$ cat src/core/seac_pkg.sv
// Package with register map, field layout and timing for the sweep control
package seac_pkg;

   // Register offsets (byte addresses on the register port)
   localparam logic [7:0] SEAC_STROBE_WINDOW_CONFIG = 8'h41;
   localparam logic [7:0] SEAC_ADAPTION_CONTROL_ONE = 8'h42;

   // Reset values
   localparam logic [7:0] SEAC_STROBE_WINDOW_RST   = 8'hA7;
   localparam logic [7:0] SEAC_CONTROL_ONE_RST     = 8'h71;
   localparam logic [2:0] SEAC_RELOCK_RST          = 3'h4;

   // Field positions in the control register
   localparam int SEAC_ERRSEL_HI     = 6;
   localparam int SEAC_ERRSEL_LO     = 4;
   localparam int SEAC_TWO_PHASE_BIT = 2;
   localparam int SEAC_NEST_BIT      = 1;
   localparam int SEAC_SWEEP_BIT     = 0;

   // Control register bits that software may write; bit 7 is read only
   localparam logic [7:0] SEAC_CONTROL_ONE_WMASK = 8'h7F;

   // Strobe range and equalizer range
   localparam logic [3:0] SEAC_STROBE_MAX_POS = 4'hE;
   localparam logic [3:0] SEAC_STROBE_CENTRE  = 4'h7;
   localparam logic [3:0] SEAC_EQ_MAX_LEVEL   = 4'hF;

   // Clock and relock wait times in ns, per code 0..7
   localparam int SEAC_CLK_PERIOD_NS = 4;
   localparam int SEAC_WAIT_NS [8] = '{164000, 328000, 655000, 1310000,
                                        2620000, 5240000, 10500000,
                                        21000000};
   // Half wait count from the shortest time; longer codes shift it up
   localparam int SEAC_HALF_CYC0 = SEAC_WAIT_NS[0] / SEAC_CLK_PERIOD_NS / 2;

   // Sweep controller states, one-hot
   typedef enum logic [3:0] {
      SEAC_IDLE   = 4'b0001,
      SEAC_SETTLE = 4'b0010,
      SEAC_CHECK  = 4'b0100,
      SEAC_HOLD   = 4'b1000
   } seac_state_e;

   // Error inputs travel together
   typedef struct packed {
      logic clockErr;
      logic encodeErr;
      logic parityErr;
   } seac_err_s;

   // Setting applied to the analog front end
   typedef struct packed {
      logic [3:0] eqLevel;
      logic [3:0] strobePos;
   } seac_setting_s;

endpackage

$ cat src/core/seac_dwell_timer.sv
// Half-period dwell timer for the relock wait
`timescale 1ns/1ps
module seac_dwell_timer
   import seac_pkg::*;
#(
   parameter int HALF0 = SEAC_HALF_CYC0
)(
   input  wire logic       clk,
   input  wire logic       rst_b,
   input  wire logic       start,
   input  wire logic [2:0] code,
   output logic            halfDone
);
   import seac_pkg::*;

   logic [31:0] count_r;       // Remaining cycles in the half period
   logic        run_r;         // Timer is running
   logic [31:0] loadVal;       // Half period for the chosen code

   // Each code doubles the wait; the short rounding slip is harmless
   assign loadVal = 32'(HALF0) << code;

   // Countdown, one pulse when the half period ends
   always_ff @(posedge clk or negedge rst_b) begin
      if (!rst_b) begin
         count_r  <= 32'h0;
         run_r    <= 1'b0;
         halfDone <= 1'b0;
      end else begin
         halfDone <= 1'b0;
         if (start) begin
            count_r <= loadVal;
            run_r   <= 1'b1;
         end else if (run_r) begin
            if (count_r <= 32'h1) begin
               run_r    <= 1'b0;
               halfDone <= 1'b1;
            end else begin
               count_r <= count_r - 32'h1;
            end
         end
      end
   end
endmodule

$ cat src/core/seac_sweep_ctrl.sv
// Adaptive equalizer and strobe sweep controller with its two registers
//
// Notes on behaviour
// - Upper strobe limit in high nibble, 0-14
// - Lower strobe limit in low nibble, 0-14
// - Same limits for sweep and dynamic strobe
// - Error-check select bits 6:4, default 0x7
// - Errors counted over half relock wait
// - Count above threshold advances equalizer
// - One phase: full wait, then lock only
// - Two phase: half wait, errors skip fast
// - Two phase also validates each setting
// - Nesting bit picks inner and outer loop
// - Sweep-enable bit adds strobe positions
// - Relock code decodes 164 us to 21 ms
// - Inner loop fully, then outer; first pass
// - Bypass uses manual equalizer stage values
`timescale 1ns/1ps
module seac_sweep_ctrl
   import seac_pkg::*;
#(
   parameter int HALF0 = SEAC_HALF_CYC0   // Half of shortest wait, cycles
)(
   input  wire logic                clk,
   input  wire logic                rst_b,
   input  wire logic                regWrite,
   input  wire logic [7:0]          regAddr,
   input  wire logic [7:0]          regWData,
   output logic [7:0]               regRData,
   input  wire logic [2:0]          relockWaitTime,
   input  wire logic [7:0]          adaptErrorThreshold,
   input  wire logic                equalizerAdaptBypass,
   input  wire logic [3:0]          manualEqLevel,
   input  wire logic                adaptRestart,
   input  wire logic                rxLocked,
   input  wire seac_pkg::seac_err_s errIn,
   output seac_pkg::seac_setting_s  setting,
   output logic [3:0]               strobeLowerLimit,
   output logic [3:0]               strobeUpperLimit,
   output logic                     adaptDone
);
   import seac_pkg::*;

   logic [7:0]    window_r;     // Strobe window register
   logic [7:0]    ctl_r;        // Control register one
   seac_state_e   state_r;      // Sweep state
   logic          phase2_r;     // In the second half of the dwell
   logic [7:0]    errCnt_r;     // Enabled errors in the check phase
   logic          errSeen_r;    // Any enabled error in the check phase
   logic [3:0]    eq_r;         // Current equalizer level
   logic [3:0]    strobe_r;     // Current strobe position
   logic          bypassQ_r;    // Bypass seen last cycle
   logic          timerStart;   // Start a half-period dwell
   logic          halfDone;     // Half period elapsed

   // Decoded fields and selection
   wire logic [3:0] upLim     = window_r[7:4];
   wire logic [3:0] loLim     = window_r[3:0];
   wire logic [2:0] errSel    = ctl_r[SEAC_ERRSEL_HI:SEAC_ERRSEL_LO];
   wire logic       twoPhase  = ctl_r[SEAC_TWO_PHASE_BIT];
   wire logic       eqOuter   = ctl_r[SEAC_NEST_BIT];
   wire logic       sweepEn   = ctl_r[SEAC_SWEEP_BIT];
   wire logic       winSel    = (regAddr == SEAC_STROBE_WINDOW_CONFIG);
   wire logic       ctlSel    = (regAddr == SEAC_ADAPTION_CONTROL_ONE);
   wire logic       errNow    = |({errIn.clockErr, errIn.encodeErr,
                                   errIn.parityErr} & errSel);
   wire logic       overThr   = errCnt_r > adaptErrorThreshold;
   wire logic       eqAtTop   = (eq_r == SEAC_EQ_MAX_LEVEL);
   wire logic       stbAtTop  = !sweepEn || (strobe_r >= upLim);
   wire logic       startSw   = adaptRestart ||
                                (bypassQ_r && !equalizerAdaptBypass);
   // Judged pass: one phase looks at lock only, two phase also errors
   wire logic       passNow   = rxLocked &&
                                !(twoPhase && (errSeen_r || errNow));
   wire logic       failFast  = twoPhase && phase2_r && errNow;

   // Clamp written strobe limits to the legal range of 0-14
   function automatic logic [3:0] clampPos(input logic [3:0] v);
      clampPos = (v > SEAC_STROBE_MAX_POS) ? SEAC_STROBE_MAX_POS : v;
   endfunction

   // Register writes; window limits are clamped so no 15 is ever used
   always_ff @(posedge clk or negedge rst_b) begin
      if (!rst_b) begin
         window_r <= SEAC_STROBE_WINDOW_RST;
         ctl_r    <= SEAC_CONTROL_ONE_RST;
      end else if (regWrite && winSel) begin
         window_r <= {clampPos(regWData[7:4]),
                      clampPos(regWData[3:0])};
      end else if (regWrite && ctlSel) begin
         ctl_r <= regWData & SEAC_CONTROL_ONE_WMASK;
      end
   end

   // Read mux shows the registers; unmapped reads return zero
   always_ff @(posedge clk or negedge rst_b) begin
      if (!rst_b) begin
         regRData <= 8'h00;
      end else if (winSel) begin
         regRData <= window_r;
      end else if (ctlSel) begin
         regRData <= ctl_r;
      end else begin
         regRData <= 8'h00;
      end
   end

   // Dwell timer: half period per step, two halves per setting
   seac_dwell_timer #(
      .HALF0 (HALF0)
   ) u_timer (
      .clk      (clk),
      .rst_b    (rst_b),
      .start    (timerStart),
      .code     (relockWaitTime),
      .halfDone (halfDone)
   );

   // Timer starts on entry to settle and at the start of the check half;
   // a restart from hold must reload it too, or settle would never end
   assign timerStart = (state_r == SEAC_IDLE && startSw) ||
                       (state_r == SEAC_HOLD &&
                        (adaptRestart || !rxLocked) &&
                        !equalizerAdaptBypass) ||
                       (state_r == SEAC_SETTLE && halfDone) ||
                       (state_r == SEAC_CHECK && (failFast ||
                        (halfDone && phase2_r && !passNow)));

   // Sweep state machine
   always_ff @(posedge clk or negedge rst_b) begin
      if (!rst_b) begin
         state_r   <= SEAC_IDLE;
         phase2_r  <= 1'b0;
         errCnt_r  <= 8'h00;
         errSeen_r <= 1'b0;
         eq_r      <= 4'h0;
         strobe_r  <= SEAC_STROBE_CENTRE;
         bypassQ_r <= 1'b1;
         adaptDone <= 1'b0;
      end else begin
         bypassQ_r <= equalizerAdaptBypass;
         if (equalizerAdaptBypass) begin
            // Manual stage values drive the front end
            state_r   <= SEAC_IDLE;
            adaptDone <= 1'b0;
            eq_r      <= manualEqLevel;
         end else begin
            case (state_r)
               SEAC_IDLE: begin
                  if (startSw) begin
                     state_r   <= SEAC_SETTLE;
                     eq_r      <= 4'h0;
                     // Sweep off starts from idle at the centre, never at a stale
                     // position left over from an earlier sweep
                     strobe_r  <= sweepEn ? loLim
                                          : SEAC_STROBE_CENTRE;
                     adaptDone <= 1'b0;
                  end
               end
               SEAC_SETTLE: begin
                  // First half of the dwell, errors not judged
                  if (halfDone) begin
                     state_r   <= SEAC_CHECK;
                     phase2_r  <= 1'b0;
                     errCnt_r  <= 8'h00;
                     errSeen_r <= 1'b0;
                  end
               end
               SEAC_CHECK: begin
                  // Second half: count enabled errors
                  if (errNow && errCnt_r != 8'hFF) begin
                     errCnt_r <= errCnt_r + 8'h01;
                  end
                  errSeen_r <= errSeen_r | errNow;
                  if (!phase2_r) begin
                     // One arm cycle; the check half is already timing,
                     // so settle plus check add up to one relock wait
                     phase2_r <= 1'b1;
                  end else if (failFast ||
                               (halfDone && phase2_r && !passNow)) begin
                     // Step to next setting, inner loop first
                     state_r   <= SEAC_SETTLE;
                     errCnt_r  <= 8'h00;
                     errSeen_r <= 1'b0;
                     if (overThr && !eqAtTop) begin
                        eq_r <= eq_r + 4'h1;
                     end else if (!eqOuter || !sweepEn) begin
                        // Equalizer inner loop
                        if (!eqAtTop) begin
                           eq_r <= eq_r + 4'h1;
                        end else begin
                           eq_r <= 4'h0;
                           // Strobe stays put while its sweep is off
                           if (sweepEn) begin
                              strobe_r <= stbAtTop ? loLim
                                                   : strobe_r + 4'h1;
                           end
                        end
                     end else begin
                        // Strobe inner loop
                        if (!stbAtTop) begin
                           strobe_r <= strobe_r + 4'h1;
                        end else begin
                           strobe_r <= loLim;
                           eq_r     <= eq_r + 4'h1;
                        end
                     end
                  end else if (halfDone && phase2_r) begin
                     // Pass: one phase uses lock only
                     state_r   <= SEAC_HOLD;
                     adaptDone <= 1'b1;
                  end
               end
               SEAC_HOLD: begin
                  // Keep setting until restart or unlock
                  if (adaptRestart || !rxLocked) begin
                     state_r   <= SEAC_SETTLE;
                     eq_r      <= 4'h0;
                     strobe_r  <= sweepEn ? loLim : strobe_r;
                     adaptDone <= 1'b0;
                  end
               end
               default: state_r <= SEAC_IDLE;
            endcase
         end
      end
   end

   // Outputs from flip-flops only
   always_ff @(posedge clk or negedge rst_b) begin
      if (!rst_b) begin
         setting          <= '0;
         strobeLowerLimit <= 4'h0;
         strobeUpperLimit <= 4'h0;
      end else begin
         setting          <= '{eqLevel: eq_r, strobePos: strobe_r};
         strobeLowerLimit <= loLim;
         strobeUpperLimit <= upLim;
      end
   end

   // Assertions
   // Stored limits never reach position 15
   chk_limits_legal: assert property (
      @(posedge clk) disable iff (!rst_b)
      upLim <= SEAC_STROBE_MAX_POS && loLim <= SEAC_STROBE_MAX_POS)
      else $error("strobe limit above 14");
   // A legal lower limit lands unchanged
   chk_window_write: assert property (
      @(posedge clk) disable iff (!rst_b)
      regWrite && winSel && regWData[3:0] <= 4'hE
      |=> loLim == $past(regWData[3:0]))
      else $error("lower limit not stored");
   // Error select lands, reserved top bit stays clear
   chk_ctl_write: assert property (
      @(posedge clk) disable iff (!rst_b)
      regWrite && ctlSel
      |=> errSel == $past(regWData[6:4]) && !ctl_r[7])
      else $error("control write lost");
   // In two phase, an error in the counted half moves on at once
   chk_fast_skip: assert property (
      @(posedge clk) disable iff (!rst_b)
      state_r == SEAC_CHECK && failFast && !equalizerAdaptBypass
      |=> state_r == SEAC_SETTLE)
      else $error("two phase error did not skip");
   // A held setting does not drift while lock stays
   chk_hold_stable: assert property (
      @(posedge clk) disable iff (!rst_b)
      state_r == SEAC_HOLD && rxLocked && !adaptRestart &&
      !equalizerAdaptBypass |=> $stable(eq_r) && $stable(strobe_r))
      else $error("held setting moved");
   // A pass is only taken with lock present
   chk_hold_lock: assert property (
      @(posedge clk) disable iff (!rst_b)
      state_r == SEAC_CHECK && $past(state_r) == SEAC_CHECK ##1
      state_r == SEAC_HOLD |-> $past(rxLocked))
      else $error("pass without lock");
   // Bypass parks the sweep and follows the manual level
   chk_bypass_idle: assert property (
      @(posedge clk) disable iff (!rst_b)
      equalizerAdaptBypass
      |=> state_r == SEAC_IDLE && eq_r == $past(manualEqLevel))
      else $error("bypass did not stop adaption");
   // Each new setting keeps the strobe at or below the upper limit
   chk_strobe_window: assert property (
      @(posedge clk) disable iff (!rst_b)
      state_r == SEAC_CHECK && sweepEn && upLim >= loLim &&
      $stable(window_r) && $past(state_r) == SEAC_SETTLE
      |-> strobe_r <= upLim)
      else $error("strobe outside window");
   // With its sweep off the strobe moves only on a start from idle, to the centre
   chk_no_strobe: assert property (
      @(posedge clk) disable iff (!rst_b)
      !sweepEn && state_r != SEAC_IDLE && !equalizerAdaptBypass &&
      !startSw |=> $stable(strobe_r))
      else $error("strobe moved while sweep off");
   // Too many errors push the equalizer up one level
   chk_thresh_step: assert property (
      @(posedge clk) disable iff (!rst_b)
      state_r == SEAC_CHECK && phase2_r && halfDone && !passNow &&
      overThr && !eqAtTop && !equalizerAdaptBypass
      |=> eq_r == $past(eq_r) + 4'h1)
      else $error("no equalizer step over threshold");

   // Main scenarios: pass, fast skip, strobe inner loop, restart, step
   cov_pass: cover property (@(posedge clk) state_r == SEAC_HOLD);
   cov_fast: cover property (@(posedge clk) failFast);
   cov_outer: cover property (@(posedge clk)
      eqOuter && state_r == SEAC_CHECK && halfDone && phase2_r);
   cov_restart: cover property (@(posedge clk)
      state_r == SEAC_HOLD && adaptRestart);
   cov_thresh: cover property (@(posedge clk)
      state_r == SEAC_CHECK && halfDone && overThr && !eqAtTop);
endmodule

$ cat config.mk
export PLATFORM = sky130hd
export DESIGN_NAME = seac_sweep_ctrl
export DESIGN_NICKNAME = d
export VERILOG_FILES = /design/src/core/seac_pkg.sv /design/src/core/seac_dwell_timer.sv /design/src/core/seac_sweep_ctrl.sv
export SDC_FILE = /design/constraint.sdc
export NUM_CORES = 1
export LEC_CHECK = 0
export BUFFER_PORTS_ARGS = -buffer_cell sky130_fd_sc_hd__buf_2
export CAP_MARGIN = 20
export CORE_MARGIN = 2
export CORE_UTILIZATION = 52
export DETAILED_ROUTE_END_ITERATION = 7
export GPL_ROUTABILITY_DRIVEN = 0
export PLACE_DENSITY = 0.86
export SETUP_SLACK_MARGIN = 0.3
export SYNTH_ARGS = -nofsm -noshare
export SYNTH_HDL_FRONTEND = slang
export SYNTH_SLANG_ARGS = --single-unit
$ cat constraint.sdc
create_clock -name clk -period 2.55 [get_ports clk]
set_clock_uncertainty 0.2 [all_clocks]
set_input_delay 0 -clock clk [delete_from_list [all_inputs] [get_ports clk]]
set_output_delay 0 -clock clk [all_outputs]
set_load 0.02 [all_outputs]
==> results of run 1 <==
## state kept, by name, summed over array words and instances (netlist names)
name	flops
errSeen_r	1
state_r	4
u_timer.halfDone	1
strobeLowerLimit	4
setting	8
errCnt_r	8
window_r	8
strobe_r	4
adaptDone	1
regRData	8
u_timer.count_r	32
u_timer.run_r	1
bypassQ_r	1
ctl_r	7
strobeUpperLimit	4
eq_r	4
phase2_r	1
## kinds of logic (layout without fill, tap and decap cells)
logic type	count (synthesis)	count (layout)	share of synthesized area (%)
compound gates	83	84	11.3
xor+xnor	37	37	6.38
fa+ha+maj	17	17	4.19
buf+inv	40	206	3.20
flops	97	97	48.1
mux	37	37	7.68
simple gates	184	185	19.1
## Yosys cell counts, types with 5 or more instances
master     n  share of area (%)
dfrtp_1   83                 41
nor2_1    47                3.5
nand2_1   33                2.4
xnor2_1   27                4.7
inv_1     24                1.8
mux2i_1   21                4.1
a21oi_1   20                2.0
nand3_1   18                1.8
nor3_1    18                1.8
ha_1      17                4.2
mux2_2    16                3.5
dfstp_2   14                7.2
o21ai_0   13                1.3
clkbuf_1  11               0.81
nand2b_1  10                1.2
nor4_1    10                1.2
xor2_1    10                1.7
a22o_1     8                1.4
o211ai_1   7                1.0
or3_1      7               0.86
nor3b_1    5               0.74
nor4b_1    5               0.86
## metal layers
metal	GRT usage, %	routed length [um]
met1	30.6	5760
met2	50.5	8280
met3	4.34	1020
met4	14.5	644
met5	0	0
## power by group
group          internal (W)  switching, W  leakage (nW)  total [W]
clock              0.000458      0.000579        0.0929    0.00104
combinational      0.000851      0.000861          1.99    0.00171
sequential          0.00173      0.000183          1.23    0.00191
## critical path: stages, from the launching register on
cell and delay [ns]:
dfrtp_1 0.39, or4_4 0.54, or4b_4 0.58, or4_4 0.56, nand3_1 0.15, xor2_1 0.16, mux2i_1 0.09
## timing repair
action | 4_1_cts | 5_1_grt
cloned | 2 | 1
pin swaps | 18 | 28
endpoints found under the setup margin | 50 | 47
gates resized for setup | 39 | 52
buffers inserted | 18 | 20
endpoints found under the hold margin | 145 | 0
hold buffers | 27 | 0
## how the worst max path moves through the flow
stage	startpoint	end	slack [ns]
2_1_floorplan	u_timer.count_r[24]	u_timer.count_r[13]	-0.22
3_3_place_gp	u_timer.count_r[11]	u_timer.count_r[13]	-0.15
3_5_place_dp	u_timer.count_r[11]	u_timer.count_r[16]	-0.20
4_1_cts	u_timer.count_r[11]	u_timer.count_r[16]	-0.15
5_1_grt	u_timer.count_r[8]	u_timer.count_r[17]	-0.28
6_report	u_timer.count_r[26]	u_timer.count_r[19]	-0.22
## layout make-up
type / instances / area share (%)
Multi-Input combinational cell: 360 / 41.7
Sequential cell: 97 / 34.3
Timing Repair Buffer: 166 / 17.6
Tap cell: 133 / 2.33
Clock buffer: 10 / 1.79
Inverter: 24 / 1.26
Clock inverter: 6 / 0.946
## through the flow
stage	util, %	cell area, sq um	total power (W)	hold WS (ns)
final	74.1	7140	0.00466	0.0432
after global routing	74.1	7140	0.00486	0.0672
after CTS	70.1	6760	0.00442	0.0184
after detailed placement	61.3	5910	0.00317	-0.182
after global placement	61.3	5910	0.00312	-0.192
after floorplan	-	5190	0.00269	-0.496
==> run metrics, run 1 <==
most frequent cells in the layout=dfrtp_1 (78), buf_2 (64), buf_4 (59); violated checks=negative setup slack; Cell Pwr Density=653 nW/um^2; layout cells sized above 1=40.3%; initial DRC count=252; Clock Latency Late Sink=0.38 ns; Total Routing Usage GR=27.5%; Post-Syn Instances=495; Initial Util=52.7%; Syn Area/Cell=between 10 and 15 sq um; drt wl/cell=between 15 and 20 um; Max-slew headroom=43.1%; number of global-route vias before repair=4774; fin nets=715; initial antenna violation count=0; Fillers=579; final setup TNS=-3.57 ns; Die Height=about 100 um; Yosys reg bits=97; # setup viols final=33; total grt overflow=0; hold wc startpoint=regAddr[4]; die width=103 um; Post-Syn Nets=about 550; Pleak=3.32 nW; largest net degree at the start of global routing=56; Area Growth Syn to Fin=40.6%; Hold Path End=regRData[5]; Cell variety after synth=56; Worst-path clk slew=0.10 ns; CP Capture Type=register; area occupied by multi-input gates=between 2000 and 3000 sq um; # DRC=0; kind of start point of the critical path=register; deepest level of the CTS H-tree=3; number of synthesized flops with an enable pin=0; worst endpoint data arrival time=2.83 ns; period utilization=109%; Slew @ Worst Pin=0.852 ns; main flop type after synthesis=dfrtp_1; CTS tree=built; Critical Path RT=2.61 ns; worst slack, placed=-0.198 ns; final hold vios=0; Max Cap Viol=0; clock sink count=97; status=finished with violations; maximum clock frequency=361 MHz; RR Endpoint=u_timer.count_r[19]; via count=4752; VDD IR max=0.000601 V; storage element area=roughly 2500 sq um; post-route setup slack=-0.223 ns; hold path depth=6; fin crit period=2.77 ns; Root Buffer=clkbuf_8; DRT Wirelength=roughly 16000 um; post-DP HPWL=8390 um; sequential area share after synthesis=between 40% and 50%; # rows=36; antenna diode count=0; Syn Std Cell Area=between 5000 and 6000 sq um; CP max FO=5; CTS buffer count=9; r2r setup slk=-0.22 ns; Pins Over Slew Limit=0; R2R depth=6; worst hold path type=in2reg; Via-to-Cell Ratio=between 5 and 6; most common cell after layout, fill and taps aside=dfrtp_1; DR pass1 iterations=5; placed cells=approximately 710; IO buf count=64; Worst R2R Start=u_timer.count_r[26]; I/O pins=65; share of async-settable or async-resettable flops after synthesis=100%; clock buffer depth=2; first-pass GRT wire length=22400 um; WS Path Type=reg2reg; antenna-violating nets left=0; DIE AREA=~11000 sq um; post-route insts no fill=roughly 800; yosys warns=0; core area=between 9000 and 10000 sq um; RSZ-0062 raised after global routing=true
Power figures use the tool's default switching activity.
==> run 2: changes to the inputs <==
PLACE_DENSITY = 0.73   (was 0.86)
==> run 2 against run 1 <==
Net effect:
- the run still ends with negative setup slack left
- sequential cell count unchanged
- maximum frequency is 0.75% lower
- power down 2.1%
- utilization fell by 0.065 points
- worst hold slack worse by 0.023 ns
- critical endpoint is now u_timer.count_r[8]
- largest power group unchanged
==> run metrics, run 2 (synthesis results as in run 1) <==
sw power=0.00158 W (was 0.00162 W); Die Height=103 um (unchanged); worst endpoint data arrival time=2.85 ns (was 2.83 ns); Initial Util=52.7% (unchanged); GR Util met3=4.34% (unchanged); final setup TNS=-4.09 ns (was -3.57 ns); initial DRC count=242 (was 252); max FFs per register=32 (unchanged); worst hold path type=in2reg (unchanged); first-pass GRT wire length=21100 um (was 22400 um); # setup viols final=30 (was 33); GR Util met2=46.6% (was 50.5%); status=finished with violations (unchanged); Pins Over Slew Limit=0 (unchanged); WS Path Type=reg2reg (unchanged); total grt overflow=0 (unchanged); Crit path buffers/inverters=1 (was 0); layout cells sized above 1=39.6% (was 40.3%); most frequent cells in the layout=dfrtp_1 (81), buf_2 (63), buf_4 (62) (was dfrtp_1 (78), buf_2 (64), buf_4 (59)); Sw Ratio=34.6% (was 34.8%); Most Crowded Layer GR=met2 (unchanged); I/O pins=65 (unchanged); CP Capture Type=register (unchanged); Max-slew headroom=47.3% (was 43.1%); antenna diode count=0 (unchanged); placed cells=710 (was 712); clock sink count=97 (unchanged); worst slack, placed=-0.207 ns (was -0.198 ns); worst-path cell chain=or4_4 > or4b_4 > nor4_4 > buf_4 > nor2_2 > xnor2_1 > mux2i_1 (was or4_4 > or4b_4 > or4_4 > nand3_1 > xor2_1 > mux2i_1); Total Routing Usage GR=25.7% (was 27.5%); violated checks=negative setup slack (unchanged); Clock Latency Late Sink=0.38 ns (about the same); Max Cap Viol=0 (unchanged); CTS tree=built (unchanged); Fillers=645 (was 579); via count=4525 (was 4752); maximum clock frequency=358 MHz (was 361 MHz); Pleak=3.31 nW (was 3.32 nW); post-DP HPWL=8140 um (was 8390 um); clock power share=20.5% (was 22.2%); CP max-delay cell=or4b_4 (unchanged); CTS buffer count=9 (unchanged); # DRC=0 (unchanged); most common cell after layout, fill and taps aside=dfrtp_1 (unchanged); Worst-path clk slew=0.10 ns (about the same); VDD IR max=0.000457 V (was 0.000601 V); post-route insts no fill=799 (was 796); antenna-violating nets left=0 (unchanged); core area=9640 sq um (unchanged); Area Growth Syn to Fin=40.4% (was 40.6%); CP max FO=6 (was 5); max incr delay on CP=0.56 ns (was 0.58 ns); number of global-route vias before repair=4527 (was 4774); Cell Pwr Density=640 nW/um^2 (was 653 nW/um^2); fin nets=718 (was 715); Root Buffer=clkbuf_8 (unchanged); fin crit period=2.79 ns (was 2.77 ns); Via-to-Cell Ratio=5.66 (was 5.97); P_int=0.00298 W (was 0.00304 W); register bank with the most flops=u_timer.count_r (unchanged); largest net degree at the start of global routing=63 (was 56); # rows=36 (unchanged); drt wl/cell=17.0 um (was 19.7 um); kind of start point of the critical path=register (unchanged); IO buf count=64 (unchanged); final hold vios=0 (unchanged); DIE AREA=10600 sq um (unchanged); initial antenna violation count=0 (unchanged); Crit path max-delay family=simple AND/OR/NAND/NOR gates (unchanged); Comb power frac=37.9% (was 36.7%); die width=103 um (unchanged); Slew @ Worst Pin=0.791 ns (was 0.852 ns); DR pass1 iterations=5 (unchanged); Reg power frac=41.6% (was 41.0%); post-layout util=74.0% (was 74.1%); grt met1 use=30.5% (was 30.6%); clock buffer depth=2 (unchanged); Critical Path RT=2.61 ns (about the same); RSZ-0062 raised after global routing=true (unchanged); DRT Wirelength=13600 um (was 15700 um); period utilization=110% (was 109%); hold slack=0.0203 ns (was 0.0432 ns); post-route setup slack=-0.244 ns (was -0.223 ns); deepest level of the CTS H-tree=3 (unchanged)
-- run 2: final timing paths --
kind	start	endpoint	slack, ns	cells after the start
max in group asynchronous	rst_b	window_r[5]	1.35	3
min in group asynchronous	rst_b	regRData[0]	0.07	2
hold / removal	regAddr[5]	regRData[1]	0.02	6
hold reg to reg	window_r[2]	strobeLowerLimit[2]	0.23	0
setup / recovery	u_timer.count_r[26]	u_timer.count_r[8]	-0.24	7
setup reg to reg	u_timer.count_r[26]	u_timer.count_r[8]	-0.24	7
-- run 2: worst min-delay path: cells and delay by family --
kind / cells / cell delay, ns
AND/OR/NAND/NOR: 3 / 0.17
AO/OA/AOI/OAI: 1 / 0.17
buffers and inverters: 2 / 0.24
-- run 2: final cells by class --
class / count / area, sq um / area share [%]
Sequential cell: 97 / 2450 / 34.3
Clock inverter: 6 / 43.8 / 0.614
Inverter: 24 / 90.1 / 1.26
Clock buffer: 10 / 138 / 1.93
Timing Repair Buffer: 169 / 1270 / 17.8
Multi-Input combinational cell: 360 / 2980 / 41.8
Tap cell: 133 / 166 / 2.33
-- run 2: power by group through the flow --
stage	Sequential [W]	Combinational (W)	Clock [W]
after floorplan	0.00192	0.000770	0
after global placement	0.00190	0.00122	0
after detailed placement	0.00191	0.00126	0
after CTS	0.00189	0.00152	0.000945
after global routing	0.00192	0.00187	0.00102
final	0.00190	0.00173	0.000934
-- run 2: layer usage --
metal  part of all wire (%)  wire length [um]
met4                    2.5               344
met3                    4.4               601
met1                     40              5380
met2                     53              7240
met5                      0                 0
-- run 2: per-stage QoR --
| stage | area [sq um] | total power (W) |
|---|---|---|
| after global routing | 7130 | 0.00481 |
| after global placement | 5880 | 0.00312 |
| after CTS | 6810 | 0.00435 |
| after floorplan | 5190 | 0.00269 |
| after detailed placement | 5880 | 0.00317 |
| final | 7130 | 0.00456 |
-- run 2: what timing repair did --
item                                    4_1_cts  5_1_grt
cloned                                        2        1
buffers inserted                             25       17
endpoints found under the setup margin       51       51
gates resized for setup                      48       38
pin swaps                                    26       30
hold buffers                                 28        0
hold endpoints to repair                    114        0
